`src/ashc_pkg.sv`:
```
// Purpose: Constants for the automatic serial handshake controller
// Assumes: Register bus with 8-bit index-free byte offsets, 8-bit data
// Notes:   Operation summary follows
//
// Operation
// - Shift register write only starts, loads buffer
// - After each byte, decrement pointer, load next
// - Repetitive mode: no done flag, reload pointer
// - Unit off: finish current byte, then stop
// - On stop clear active, pins to port
// - Unit on plus trigger resumes remaining data
// - Halt freezes transfer mid-byte, resumes exactly
// - Busy waiting needs auto mode and wait enable
// - Busy sampled on falls, never pauses byte
// - Busy at second rise after byte holds off
// - Polarity bit zero high, one low active
// - Gap time control enabled disables busy waiting
// - Data output low while not active
// - Inactive busy sample starts byte next fall
// - Auto mode plus strobe enable pulses strobe
// - Done flag set at second rise after last byte, with or without strobe
// - With busy waiting enabled, any active busy sample in byte flags error
// - Repetitive mode when reload one, receive zero
// - Clock select one internal, zero external clock
package ashc_pkg;

  // ****************************************
  // Register offsets
  // ****************************************
  localparam logic [7:0] OFS_MODE    = 8'h00;
  localparam logic [7:0] OFS_AUTO    = 8'h04;
  localparam logic [7:0] OFS_GAP     = 8'h08;
  localparam logic [7:0] OFS_PTR     = 8'h0C;
  localparam logic [7:0] OFS_SHIFT   = 8'h10;
  localparam logic [7:0] OFS_STATUS  = 8'h14;
  localparam logic [7:0] OFS_BUF     = 8'h80;

  // ****************************************
  // Field positions
  // ****************************************
  localparam int BIT_UNIT_ON   = 7;
  localparam int BIT_AUTO_ON   = 5;
  localparam int BIT_CLK_SRC   = 1;
  localparam int BIT_WAIT_POL  = 0;
  localparam int BIT_WAIT_ON   = 1;
  localparam int BIT_PULSE_ON  = 2;
  localparam int BIT_ACTIVE    = 3;
  localparam int BIT_ERR       = 4;
  localparam int BIT_RELOAD    = 5;
  localparam int BIT_RX_ON     = 6;
  localparam int BIT_GAP_ON    = 7;
  localparam int BIT_DONE      = 0;

  // ****************************************
  // Reset values and timing
  // ****************************************
  localparam logic [7:0] RST_MODE  = 8'h00;
  localparam logic [7:0] RST_AUTO  = 8'h00;
  localparam logic [7:0] RST_GAP   = 8'h00;
  localparam logic [4:0] RST_PTR   = 5'h00;
  localparam int         GAP_W     = 5;
  localparam logic [2:0] LAST_BIT  = 3'h7;
  localparam logic [1:0] POST_RISE = 2'h2;

  typedef enum logic [2:0]
  {
    ST_IDLE  = 3'b000,
    ST_LOAD  = 3'b001,
    ST_SHIFT = 3'b010,
    ST_POST  = 3'b011,
    ST_BUSY  = 3'b100
  } ashc_state_e;

endpackage

```
`src/ashc_sync.sv`:
```
// Purpose: Two-stage synchroniser for pin inputs
// Assumes: Destination is the core clock domain
// Notes:   First stage is read by the second only
`timescale 1ns/1ps
module ashc_sync
#(
  parameter int W = 1
)
(
  // Clock and reset
  input  wire logic         i_core_clk,
  input  wire logic         i_rst_n,
  // Data
  input  wire logic [W-1:0] i_async,
  output logic      [W-1:0] o_sync
);

  logic [W-1:0] meta_r;

  always_ff @(posedge i_core_clk or negedge i_rst_n)
  begin
    if (!i_rst_n)
    begin
      meta_r <= '0;
      o_sync <= '0;
    end
    else
    begin
      meta_r <= i_async;
      o_sync <= meta_r;
    end
  end

endmodule

```
`src/ashc_ctrl.sv`:
```
// Purpose: Automatic byte transmitter with busy, strobe and mid-byte busy error check
// Assumes: Core clock 200 MHz; serial pins asynchronous to it
// Notes:   Buffer is transmitted from the pointer down to index zero
`timescale 1ns/1ps
module ashc_ctrl
  import ashc_pkg::*;
#(
  parameter int              DEPTH   = 32,
  parameter logic [7:0]      HALF_DIV = 8'h08
)
(
  // Clock and reset
  input  wire logic       i_core_clk,
  input  wire logic       i_rst_n,
  // Register port
  input  wire logic [7:0] i_addr,
  input  wire logic [7:0] i_wdata,
  input  wire logic       i_wr,
  input  wire logic       i_rd,
  output logic      [7:0] o_rdata,
  // Power state
  input  wire logic       i_halt,
  // Serial clock pin
  input  wire logic       i_serial_clk_pin,
  output logic            o_serial_clk_pin,
  output logic            o_serial_clk_oe,
  // Serial data and handshake pins
  output logic            o_serial_out_pin,
  output logic            o_serial_out_oe,
  output logic            o_pulse_out_pin,
  output logic            o_pulse_out_oe,
  input  wire logic       i_busy_pin,
  output logic            o_port_mode,
  // Completion event
  output logic            o_xfer_done_irq
);

  // ****************************************
  // Declarations
  // ****************************************
  localparam int PW = $clog2(DEPTH);

  logic [7:0]    serial_mode_reg_r;
  logic [7:0]    auto_ctrl_reg_r;
  logic [7:0]    gap_time_reg_r;
  logic [PW-1:0] buf_ptr_r;
  logic [PW-1:0] start_ptr_r;
  logic [7:0]    buf_mem_r [DEPTH];
  logic [7:0]    shift_reg_r;
  logic          xfer_active_r;
  logic          xfer_done_flag_r;
  logic          err_r;
  logic          resume_pend_r;
  ashc_state_e   state_r;
  logic [2:0]    bit_cnt_r;
  logic [1:0]    post_cnt_r;
  logic [GAP_W:0] gap_cnt_r;
  logic          busy_seen_r;
  logic [7:0]    div_cnt_r;
  logic          int_phase_r;
  logic          ext_prev_r;
  logic [1:0]    pins_sync;
  logic          fall_e;
  logic          rise_e;
  logic          wr_shift;
  logic          busy_act;
  logic          busy_en;
  logic          repeat_mode;
  logic          byte_end;
  logic          post_end;
  logic          gap_ok;
  logic          done_set;

  // Buffer index decode
  function automatic logic buf_hit(input logic [7:0] a);
    return (a >= OFS_BUF) && ({1'b0, a} < ({1'b0, OFS_BUF} + 9'(DEPTH * 4)))
           && (a[1:0] == 2'b00);
  endfunction

  function automatic logic [PW-1:0] buf_idx(input logic [7:0] a);
    logic [7:0] d;
    d = a - OFS_BUF;
    return d[PW+1:2];
  endfunction

  // ****************************************
  // Pin synchronisers
  // ****************************************
  ashc_sync #(.W(2)) u_sync
  (
    .i_core_clk (i_core_clk),
    .i_rst_n    (i_rst_n),
    .i_async    ({i_busy_pin, i_serial_clk_pin}),
    .o_sync     (pins_sync)
  );

  // ****************************************
  // Serial clock edges
  // ****************************************
  always_ff @(posedge i_core_clk or negedge i_rst_n)
  begin
    if (!i_rst_n)
    begin
      div_cnt_r   <= 8'h00;
      int_phase_r <= 1'b1;
      ext_prev_r  <= 1'b1;
    end
    else if (!i_halt)
    begin
      ext_prev_r <= pins_sync[0];
      if (div_cnt_r >= HALF_DIV - 8'h01)
      begin
        div_cnt_r   <= 8'h00;
        int_phase_r <= ~int_phase_r;
      end
      else
      begin
        div_cnt_r <= div_cnt_r + 8'h01;
      end
    end
  end

  always_comb
  begin
    if (serial_mode_reg_r[BIT_CLK_SRC])
    begin
      fall_e = !i_halt && (div_cnt_r >= HALF_DIV - 8'h01) && int_phase_r;
      rise_e = !i_halt && (div_cnt_r >= HALF_DIV - 8'h01) && !int_phase_r;
    end
    else
    begin
      fall_e = !i_halt && ext_prev_r && !pins_sync[0];
      rise_e = !i_halt && !ext_prev_r && pins_sync[0];
    end
  end

  // ****************************************
  // Mode decode
  // ****************************************
  assign wr_shift    = i_wr && (i_addr == OFS_SHIFT);
  assign busy_act    = pins_sync[1] ^ auto_ctrl_reg_r[BIT_WAIT_POL];
  assign busy_en     = serial_mode_reg_r[BIT_AUTO_ON] && auto_ctrl_reg_r[BIT_WAIT_ON]
                       && !gap_time_reg_r[BIT_GAP_ON];
  assign repeat_mode = auto_ctrl_reg_r[BIT_RELOAD] && !auto_ctrl_reg_r[BIT_RX_ON];
  assign byte_end    = (state_r == ST_SHIFT) && rise_e && (bit_cnt_r == LAST_BIT);
  assign post_end    = (state_r == ST_POST) && rise_e && (post_cnt_r == POST_RISE - 2'h1);
  assign gap_ok      = !gap_time_reg_r[BIT_GAP_ON]
                       || (gap_cnt_r >= {1'b0, gap_time_reg_r[GAP_W-1:0]});
  assign done_set    = post_end && busy_seen_r;

  // ****************************************
  // Configuration registers
  // ****************************************
  always_ff @(posedge i_core_clk or negedge i_rst_n)
  begin
    if (!i_rst_n)
    begin
      serial_mode_reg_r <= RST_MODE;
      auto_ctrl_reg_r   <= RST_AUTO;
      gap_time_reg_r    <= RST_GAP;
    end
    else if (i_wr)
    begin
      case (i_addr)
        OFS_MODE: serial_mode_reg_r <= i_wdata;
        OFS_AUTO: auto_ctrl_reg_r   <= i_wdata;
        OFS_GAP:  gap_time_reg_r    <= i_wdata;
        default:  serial_mode_reg_r <= serial_mode_reg_r;
      endcase
    end
  end

  // Buffer storage
  always_ff @(posedge i_core_clk)
  begin
    if (i_wr && buf_hit(i_addr))
    begin
      buf_mem_r[buf_idx(i_addr)] <= i_wdata;
    end
  end

  // ****************************************
  // Transfer engine
  // ****************************************
  always_ff @(posedge i_core_clk or negedge i_rst_n)
  begin
    if (!i_rst_n)
    begin
      state_r       <= ST_IDLE;
      buf_ptr_r     <= RST_PTR;
      start_ptr_r   <= RST_PTR;
      shift_reg_r   <= 8'h00;
      bit_cnt_r     <= 3'h0;
      post_cnt_r    <= 2'h0;
      gap_cnt_r     <= '0;
      xfer_active_r <= 1'b0;
      resume_pend_r <= 1'b0;
      busy_seen_r   <= 1'b0;
    end
    else if (!i_halt)
    begin
      case (state_r)
        ST_IDLE:
        begin
          if (i_wr && i_addr == OFS_PTR)
          begin
            buf_ptr_r     <= i_wdata[PW-1:0];
            resume_pend_r <= 1'b0;
          end
          else if (wr_shift && serial_mode_reg_r[BIT_UNIT_ON])
          begin
            if (!resume_pend_r)
            begin
              start_ptr_r <= buf_ptr_r;
            end
            resume_pend_r <= 1'b0;
            xfer_active_r <= 1'b1;
            state_r       <= ST_LOAD;
          end
        end
        ST_LOAD:
        begin
          shift_reg_r <= buf_mem_r[buf_ptr_r];
          bit_cnt_r   <= 3'h0;
          busy_seen_r <= 1'b0;
          // With internal clock, wait so the first serial event of a byte is a fall; external clock enters shift at once
          if (!serial_mode_reg_r[BIT_CLK_SRC] || rise_e || (int_phase_r && !fall_e))
          begin
            state_r <= ST_SHIFT;
          end
        end
        ST_SHIFT:
        begin
          if (fall_e)
          begin
            shift_reg_r <= {shift_reg_r[6:0], 1'b0};
          end
          if (rise_e)
          begin
            bit_cnt_r <= bit_cnt_r + 3'h1;
          end
          if (byte_end)
          begin
            post_cnt_r <= 2'h0;
            gap_cnt_r  <= '0;
            if (buf_ptr_r != '0)
            begin
              buf_ptr_r <= buf_ptr_r - PW'(1);
            end
            else if (repeat_mode)
            begin
              buf_ptr_r <= start_ptr_r;
            end
            busy_seen_r <= (buf_ptr_r == '0) && !repeat_mode;
            state_r     <= ST_POST;
          end
        end
        ST_POST:
        begin
          if (rise_e)
          begin
            post_cnt_r <= post_cnt_r + 2'h1;
            gap_cnt_r  <= gap_cnt_r + (GAP_W+1)'(1);
          end
          if (post_end && !serial_mode_reg_r[BIT_UNIT_ON])
          begin
            xfer_active_r <= 1'b0;
            resume_pend_r <= !busy_seen_r;
            state_r       <= ST_IDLE;
          end
          else if (post_end && busy_seen_r)
          begin
            xfer_active_r <= 1'b0;
            state_r       <= ST_IDLE;
          end
          // Busy at second rise holds off
          else if (post_end && busy_en && busy_act)
          begin
            state_r <= ST_BUSY;
          end
          else if (post_cnt_r >= POST_RISE && gap_ok && fall_e)
          begin
            state_r <= ST_LOAD;
          end
          else if (post_end && !gap_time_reg_r[BIT_GAP_ON])
          begin
            state_r <= ST_LOAD;
          end
          if (rise_e && post_cnt_r >= POST_RISE)
          begin
            post_cnt_r <= POST_RISE;
          end
        end
        ST_BUSY:
        begin
          if (fall_e && !busy_act)
          begin
            state_r <= ST_LOAD;
          end
        end
        default:
        begin
          state_r <= ST_IDLE;
        end
      endcase
    end
  end

  // ****************************************
  // Status flags
  // ****************************************
  always_ff @(posedge i_core_clk or negedge i_rst_n)
  begin
    if (!i_rst_n)
    begin
      xfer_done_flag_r <= 1'b0;
      err_r            <= 1'b0;
      o_xfer_done_irq  <= 1'b0;
    end
    else
    begin
      o_xfer_done_irq <= done_set && !i_halt;
      if (done_set && !i_halt)
      begin
        xfer_done_flag_r <= 1'b1;
      end
      else if (i_wr && i_addr == OFS_STATUS && i_wdata[BIT_DONE])
      begin
        xfer_done_flag_r <= 1'b0;
      end
      if (state_r == ST_SHIFT && fall_e && busy_en && busy_act)
      begin
        err_r <= 1'b1;
      end
      else if (i_wr && i_addr == OFS_AUTO && !i_wdata[BIT_ERR])
      begin
        err_r <= 1'b0;
      end
    end
  end

  // ****************************************
  // Pin drivers
  // ****************************************
  always_ff @(posedge i_core_clk or negedge i_rst_n)
  begin
    if (!i_rst_n)
    begin
      o_serial_clk_pin <= 1'b1;
      o_serial_clk_oe  <= 1'b0;
      o_serial_out_pin <= 1'b0;
      o_serial_out_oe  <= 1'b0;
      o_pulse_out_pin  <= 1'b0;
      o_pulse_out_oe   <= 1'b0;
      o_port_mode      <= 1'b1;
    end
    else
    begin
      // Pins return to port when idle
      o_port_mode     <= !xfer_active_r;
      o_serial_out_oe <= xfer_active_r;
      o_serial_clk_oe <= xfer_active_r && serial_mode_reg_r[BIT_CLK_SRC];
      o_pulse_out_oe  <= xfer_active_r && serial_mode_reg_r[BIT_AUTO_ON]
                         && auto_ctrl_reg_r[BIT_PULSE_ON];
      o_serial_clk_pin <= (state_r == ST_SHIFT) ? int_phase_r : 1'b1;
      if (!xfer_active_r)
      begin
        o_serial_out_pin <= 1'b0;
      end
      else if (state_r == ST_SHIFT && fall_e)
      begin
        o_serial_out_pin <= shift_reg_r[7];
      end
      // Strobe from byte end to next rise
      if (byte_end && serial_mode_reg_r[BIT_AUTO_ON] && auto_ctrl_reg_r[BIT_PULSE_ON])
      begin
        o_pulse_out_pin <= 1'b1;
      end
      else if (rise_e || !xfer_active_r)
      begin
        o_pulse_out_pin <= 1'b0;
      end
    end
  end

  // ****************************************
  // Read port
  // ****************************************
  always_ff @(posedge i_core_clk or negedge i_rst_n)
  begin
    if (!i_rst_n)
    begin
      o_rdata <= 8'h00;
    end
    else if (i_rd)
    begin
      case (i_addr)
        OFS_MODE:   o_rdata <= serial_mode_reg_r;
        OFS_AUTO:   o_rdata <= {auto_ctrl_reg_r[7:5], err_r, xfer_active_r,
                                auto_ctrl_reg_r[2:0]};
        OFS_GAP:    o_rdata <= gap_time_reg_r;
        OFS_PTR:    o_rdata <= 8'(buf_ptr_r);
        OFS_SHIFT:  o_rdata <= shift_reg_r;
        OFS_STATUS: o_rdata <= {7'h00, xfer_done_flag_r};
        default:    o_rdata <= buf_hit(i_addr) ? buf_mem_r[buf_idx(i_addr)] : 8'h00;
      endcase
    end
    else
    begin
      o_rdata <= 8'h00;
    end
  end

endmodule

```
`config.mk`:
```
export PLATFORM = sky130hd
export DESIGN_NAME = ashc_ctrl
export DESIGN_NICKNAME = d
export VERILOG_FILES = /design/src/ashc_pkg.sv /design/src/ashc_sync.sv /design/src/ashc_ctrl.sv
export SDC_FILE = /design/constraint.sdc
export NUM_CORES = 1
export LEC_CHECK = 0
export ABC_AREA = 1
export BUFFER_PORTS_ARGS = -buffer_cell sky130_fd_sc_hd__buf_2
export CORE_AREA = 3 3 220 179
export DETAILED_ROUTE_END_ITERATION = 7
export DIE_AREA = 0 0 223 182
export GPL_TIMING_DRIVEN = 1
export PLACE_DENSITY = 0.58
export SYNTH_ARGS = -nofsm -noshare
export SYNTH_HDL_FRONTEND = slang
export SYNTH_SLANG_ARGS = --single-unit
```
`constraint.sdc`:
```
create_clock -name i_core_clk -period 3.9 [get_ports i_core_clk]
set_clock_uncertainty 0.1 [all_clocks]
set_input_delay 0.195 -clock i_core_clk [delete_from_list [all_inputs] [get_ports i_core_clk]]
set_output_delay 0.195 -clock i_core_clk [all_outputs]
set_load 0.01 [all_outputs]
```
==> flow_summary.yaml, run 1 <==
status:
  outcome: "complete, no violations"
sta:
  period_minus_slack_ns: 2.792
  setup_viol_count_final: 0
  finalCritPeriodShare_pct: 71.60
  hold_viol_final: 0
  max_slew_margin_pct: 41.29
  fin_tns_setup_ns: 0
  fmax_mhz: 358.1
  tightest_slew_ns: 0.8774
  rsz0062_at_grt: "no"
  hold_ws_ns: 0.03120
  slew_viol_final: 0
  setup_slack_ns: 1.108
setup_path:
  critPathMostFrequentCell: "nand2_1"
  worstPathCellList: "buf_4, o21ai_0, o22ai_1, nor2_1, o22ai_1, nand2_1, nand2_1, nand2_1, nand3_1"
  cp_data_arrival_time_ns: 3.16
  end_kind: "flop"
  crit_fanout: 43
  cp-start-kind: "flop"
  cp_data_required_time_ns: 4.27
  reg2regPathDepth: 9
  cpMaxStageDelayCell: "buf_4"
  critPathKind: "flop to flop"
  max_stage_delay_ns: 0.55
power_and_ir_drop:
  p_per_area_nw_per_um2: 625.7
  pwr-share-clk_pct: 30.6
  switchingPower_mw: 4.246
  leakage_nw: 6.751
  p_comb_share_pct: 31.0
  ir_drop_mv: 0.4726
  p_int_mw: 7.221
  p_sw_share_pct: 37.03
  pwr-share-seq_pct: 38.3
  totalPowerFinal_mw: 11.47
yosys:
  syn_avg_cell_area_um2: 10.13
  synth-seq-cells: 345
  syn_area_um2: 16340
  synthArstFlopShare_pct: 25.80
  synth_edf_count: 256
  synth_nets: 1649
  yosysMostFrequentCell: "edfxtp_1"
  ys.flop_type: "edfxtp_1"
  synth_cell_types: 45
  yosys-top-cells-area: "edfxtp_1 47%, dfrtp_1 13%, a22oi_1 5.9%"
  synth_area_leader_cell: "edfxtp_1"
  synth_top_area_share_pct: 47.04
  yosysWarnings: 0
  yosysSeqAreaShare_pct: 60.70
  syn_inst: 1614
  synth_commonest_cells: "256 x edfxtp_1, 225 x nand2_1, 208 x nor2_1, 183 x o21ai_0, 128 x a22oi_1"
layout:
  area_growth_pct: 12.13
  fin_area_um2: 18330
  fin_cells: 2151
  n_fill_cell: 3332
  antenna_cells: 0
  post-route-util_pct: 49.36
  drive_gt1_share_pct: 10.28
  fin_nets: 1670
hold_path:
  holdPathStages: 4
  min_path_type: "input pin to flop"
placement:
  preCtsSetupSlack_ns: 1.233
  dp_hpwl_um: 34220
  gp_congestion: 0.9412
  port_buffers: 38
  placed_area_um2: 17080
  dp_cells: 2077
floorplan:
  io_pins: 39
  die_y_um: 182
  floorplan.rows: 63
  fp.dieW_um: 223
  design.core.area_um2: 37130
  dieArea_um2: 40590
  start_util_pct: 44.02
detailed_routing:
  drt-initial-drc-count: 1845
  wl_um: 52810
  wire_per_inst_um: 24.55
  route.antenna.remaining_nets: 0
  drt_pass1_iterations: 8
  routed-via-count: 13200
  drc: 0
  viasPerCell: 6.135
global_route:
  grt_start_max_net_pins: 130
  overflow: 0
  antenna_found_initial: 1
  track_usage_pct: 25.85
  grt_pass1_vias: 12570
  grt_pass1_wl_um: 79780
clock_tree:
  insertion_delay_ns: 0.56
  ctsResizeCount: 0
  cts-root-buf: "clkbuf_16"
  numCtsBuffers: 37
  cts.path.max_buffers: 3
  cts_tree: "yes"
  h-tree-depth: 2
  path_clk_slew_ns: 0.06
  postCtsSetupRepairBufs: 0
  clock_sinks: 345
flow_run:
  drv_cap: 0
what timing repair did:
action	4_1_cts	5_1_grt
hold endpoints to repair	93	0
setup endpoints to repair	0	0
hold buffers	6	0
cell usage in the layout (no fill, tap or decap), types with 5 or more instances in the layout:
| master | count |
|---|---|
| clkbuf_16 | 39 |
| nor3_1 | 10 |
| nor2_1 | 207 |
| dfrtp_1 | 83 |
| inv_1 | 71 |
| mux2i_1 | 10 |
| clkinv_1 | 5 |
| buf_2 | 37 |
| nand2_1 | 225 |
| nor2_2 | 5 |
| edfxtp_1 | 256 |
| a22oi_1 | 128 |
| dlygate4sd3_1 | 6 |
| o21ai_2 | 5 |
| o21ai_0 | 183 |
| nand4_1 | 9 |
| inv_2 | 12 |
| o21ai_1 | 8 |
| or2_1 | 31 |
| o22ai_1 | 69 |
| nand3_1 | 34 |
| o211ai_1 | 13 |
| clkbuf_1 | 10 |
| clkinv_2 | 9 |
| a21oi_1 | 97 |
| buf_4 | 33 |
| buf_12 | 5 |
| ha_1 | 12 |
| xor2_1 | 6 |
registers in the layout, summed over array words and instances (netlist names), 5 cells and up:
| signal | flops |
|---|---|
| auto_ctrl_reg_r | 6 |
| buf_mem_r | 256 |
| buf_ptr_r | 5 |
| div_cnt_r | 8 |
| gap_cnt_r | 6 |
| gap_time_reg_r | 8 |
| o_rdata | 8 |
| serial_mode_reg_r | 8 |
| shift_reg_r | 8 |
| start_ptr_r | 5 |
worst paths after layout:
path                                        from               end  slack (ns)
worst min-delay path                        i_wr  xfer_done_flag_r        0.03
worst min register to register  u_sync.meta_r[0]  u_sync.o_sync[0]        0.25
worst max-delay path                buf_ptr_r[1]    shift_reg_r[3]        1.11
min in group asynchronous                i_rst_n      div_cnt_r[2]        0.21
worst max register to register      buf_ptr_r[1]    shift_reg_r[3]        1.11
max in group asynchronous                i_rst_n  o_serial_clk_pin        2.60
area by class of cell:
type / count / area [um2] / area share, %
Clock buffer: 50 / 1021 / 5.571
Timing Repair Buffer: 81 / 593.1 / 3.236
Multi-Input combinational cell: 1085 / 5689 / 31.04
Tap cell: 487 / 609.3 / 3.325
Sequential cell: 345 / 9925 / 54.15
Clock inverter: 18 / 168.9 / 0.9217
Inverter: 85 / 320.3 / 1.748
cell families after synthesis:
family,synth area share (%)
and+or+nand+nor,13.85
AOI/OAI and AO/OA,18.98
DFF,60.70
buffers and inverters,4.570
adders and majority gates,0.9187
muxes,0.6125
xor gates and xnor gates,0.3751
worst max-delay path, delay by kind of cell (launching register included):
| kind | cells | cell delay [ns] |
|---|---|---|
| and+or+nand+nor | 5 | 0.45 |
| DFF | 1 | 0.54 |
| buffers and inverters | 1 | 0.55 |
| AOI/OAI and AO/OA | 3 | 1.03 |
layer usage:
| metal | wire length, um | up-vias | GRT usage (%) | share of wire [%] |
|---|---|---|---|---|
| met3 | 6255 | 74 | 7.306 | 12 |
| met4 | 1039 | 3 | 6.228 | 2.0 |
| li1 | - | 5868 | - | - |
| met5 | 92 | - | 0 | 0.17 |
| met1 | 23400 | 6530 | 39.01 | 44 |
| met2 | 22030 | 721 | 36.81 | 42 |
power groups by stage:
stage               Sequential, mW  Clock (mW)  Combinational, mW
global placement              4.46           0               3.42
floorplan                     4.34           0               2.24
detailed placement            4.46           0               3.45
finish                        4.39        3.51               3.56
CTS                           4.39        3.56               3.46
global route                  4.42        3.72               3.83
Power figures use the tool's default switching activity.
==> run 2, diff against run 1 <==
Settings changed: ABC_AREA 1 to 0, CORE_AREA 3 3 220 179 to 3 3 219 178, DIE_AREA 0 0 223 182 to 0 0 222 181.
Clock period 3.9 ns to 2.7 ns, I/O delays scaled along.
==> flow_summary.yaml, run 2 <==
layout:
  area_growth_pct: 15.86
  regArea_um2: 9925
  top_register: "buf_mem_r"
  fin_nets: 1114
  antenna_cells: 0
  fin_cells: 1594
  largest_reg_flops: 256
  post-route-util_pct: 50.96
  n_fill_cell: 3031
  layout_commonest_cell: "edfxtp_1"
  drive_gt1_share_pct: 31.53
  final_cell_mix: "256 x edfxtp_1, 125 x mux4_2, 83 x dfrtp_1, 77 x buf_4, 61 x nor2_1"
  multiInputGateArea_um2: 5991
placement:
  preCtsSetupSlack_ns: 0.1230
  dp_hpwl_um: 30880
  gp_congestion: 0.9132
  dp_cells: 1521
  port_buffers: 38
sta:
  fin_tns_setup_ns: 0
  tightest_slew_ns: 1.213
  rsz0062_at_grt: "no"
  setup_slack_ns: 0.05360
  hold_viol_final: 0
  finalCritPeriodShare_pct: 98.01
  fmax_mhz: 377.9
  hold_ws_ns: 0.07697
  max_slew_margin_pct: 18.96
  slew_viol_final: 0
  period_minus_slack_ns: 2.646
  setup_viol_count_final: 0
global_route:
  grt_start_max_net_pins: 47
  overflow: 0
  grt_pass1_vias: 9828
  track_usage_pct: 23.10
  grt_pass1_wl_um: 68510
  antenna_found_initial: 0
yosys:
  syn_inst: 974
  yosysMostFrequentCell: "edfxtp_1"
  synthArstFlopShare_pct: 25.80
  synth-seq-cells: 345
  ys.flop_type: "edfxtp_1"
  yosysSeqAreaShare_pct: 61.00
  synth_edf_count: 256
  yosys-top-cells-area: "edfxtp_1 47%, mux4_2 17%, dfrtp_1 13%"
  synth_area_leader_cell: "edfxtp_1"
  yosysWarnings: 0
  synth_commonest_cells: "256 x edfxtp_1, 125 x mux4_2, 85 x dfrtp_1, 61 x nor2_1, 54 x nand2_1"
  synth_top_area_share_pct: 47.27
  synth_cell_types: 67
  syn_avg_cell_area_um2: 16.70
  syn_area_um2: 16260
  synth_nets: 1009
clock_tree:
  h-tree-depth: 2
  clock_sinks: 345
  path_clk_slew_ns: 0.07
  insertion_delay_ns: 0.55
  cts.path.max_buffers: 3
  cts-root-buf: "clkbuf_16"
  numCtsBuffers: 37
  postCtsSetupRepairBufs: 0
  cts_tree: "yes"
setup_path:
  cp-start-kind: "flop"
  crit_fanout: 8
  cp_data_required_time_ns: 3.02
  end_kind: "flop"
  cp_data_arrival_time_ns: 2.97
  critPathKind: "flop to flop"
floorplan:
  floorplan.rows: 63
  io_pins: 39
  die_y_um: 181
  design.core.area_um2: 36970
  fp.dieW_um: 222
  start_util_pct: 43.99
  dieArea_um2: 40180
flow_run:
  drv_cap: 0
detailed_routing:
  drt_pass1_iterations: 6
  wire_per_inst_um: 29.01
  drc: 0
  wl_um: 46240
  routed-via-count: 10040
  route.antenna.remaining_nets: 0
  viasPerCell: 6.299
  drt-initial-drc-count: 1147
power_and_ir_drop:
  p_comb_share_pct: 11.0
  pwr-share-clk_pct: 40.7
  p_per_area_nw_per_um2: 684.7
  pwr-share-seq_pct: 48.3
  p_sw_share_pct: 25.10
  leakage_nw: 6.680
  ir_drop_mv: 0.6161
  p_int_mw: 9.663
  switchingPower_mw: 3.238
status:
  outcome: "complete, no violations"
hold_path:
  min_path_type: "input pin to async pin"
## run 2: changes by cell type in the layout (fill, tap and decap cells not counted), moves of 44 or more
cell	change
o21ai_0	-153
inv_1	-55
o22ai_1	-67
a21oi_1	-81
nand2_1	-171
a22oi_1	-103
buf_4	+44
nor2_1	-146
mux4_2	+125
## run 2: kinds of logic (layout without fill, tap and decap cells)
logic type / count (synthesis) / count (layout) / share of synthesized area, %
AOI/OAI and AO/OA: 142 / 142 / 6.255
DFF: 345 / 345 / 61.00
muxes: 190 / 190 / 23.05
and+or+nand+nor: 204 / 204 / 6.394
xor gates and xnor gates: 4 / 4 / 0.2155
buffers and inverters: 77 / 210 / 2.162
adders and majority gates: 12 / 12 / 0.9233
## run 2: layout make-up
class,count,share of cell area (%)
tap,487,3.234
clock buffer,45,5.406
multi-input combinational,552,31.80
clock inverter,22,1.295
sequential,345,52.68
inverter,16,0.3188
timing repair buffer,127,5.273
## run 2: timing repair
action	CTS	global route
hold endpoints to repair	77	0
gates resized for setup	0	0
hold buffers	6	0
## run 2: worst max-delay path, stage by stage (launching register included)
cell and delay, ns:
dfrtp_4 0.53, buf_4 0.17, mux4_1 0.57, mux4_2 0.51, nand2_1 0.10, o221ai_1 0.20, a221o_1 0.34
## run 2: routing by layer
layer	vias to the layer above	global-route usage [%]	part of all wire (%)
met5	-	0	0
met4	0	4.630	1.7
met3	58	5.702	11
met2	551	33.34	44
met1	5209	35.89	44
li1	4222	-	-
## run 2: final timing paths
path	cells past startpoint	start	to	slack [ns]
worst min register to register	0	u_sync.meta_r[1]	u_sync.o_sync[1]	0.25
min in group i_core_clk	4	i_wr	xfer_done_flag_r	0.08
worst max-delay path	6	buf_ptr_r[0]	shift_reg_r[2]	0.05
max in group asynchronous	3	i_rst_n	int_phase_r	1.67
worst min-delay path	2	i_rst_n	start_ptr_r[0]	0.08
worst max register to register	6	buf_ptr_r[0]	shift_reg_r[2]	0.05
## run 2: power by group through the flow
stage / Sequential [mW] / Clock (mW) / Combinational [mW]
finish: 6.23 / 5.26 / 1.42
CTS: 6.21 / 5.35 / 1.42
global route: 6.25 / 5.61 / 1.57
global placement: 6.31 / 0 / 1.38
floorplan: 6.20 / 0 / 0.922
detailed placement: 6.32 / 0 / 1.41
## run 2: through the flow
stage | area, um2 | power, mW
final | 18840 | 12.90
after global routing | 18840 | 13.44
after CTS | 18840 | 12.98
after detailed placement | 17520 | 7.726
after global placement | 17520 | 7.692
after floorplan | 16260 | 7.120
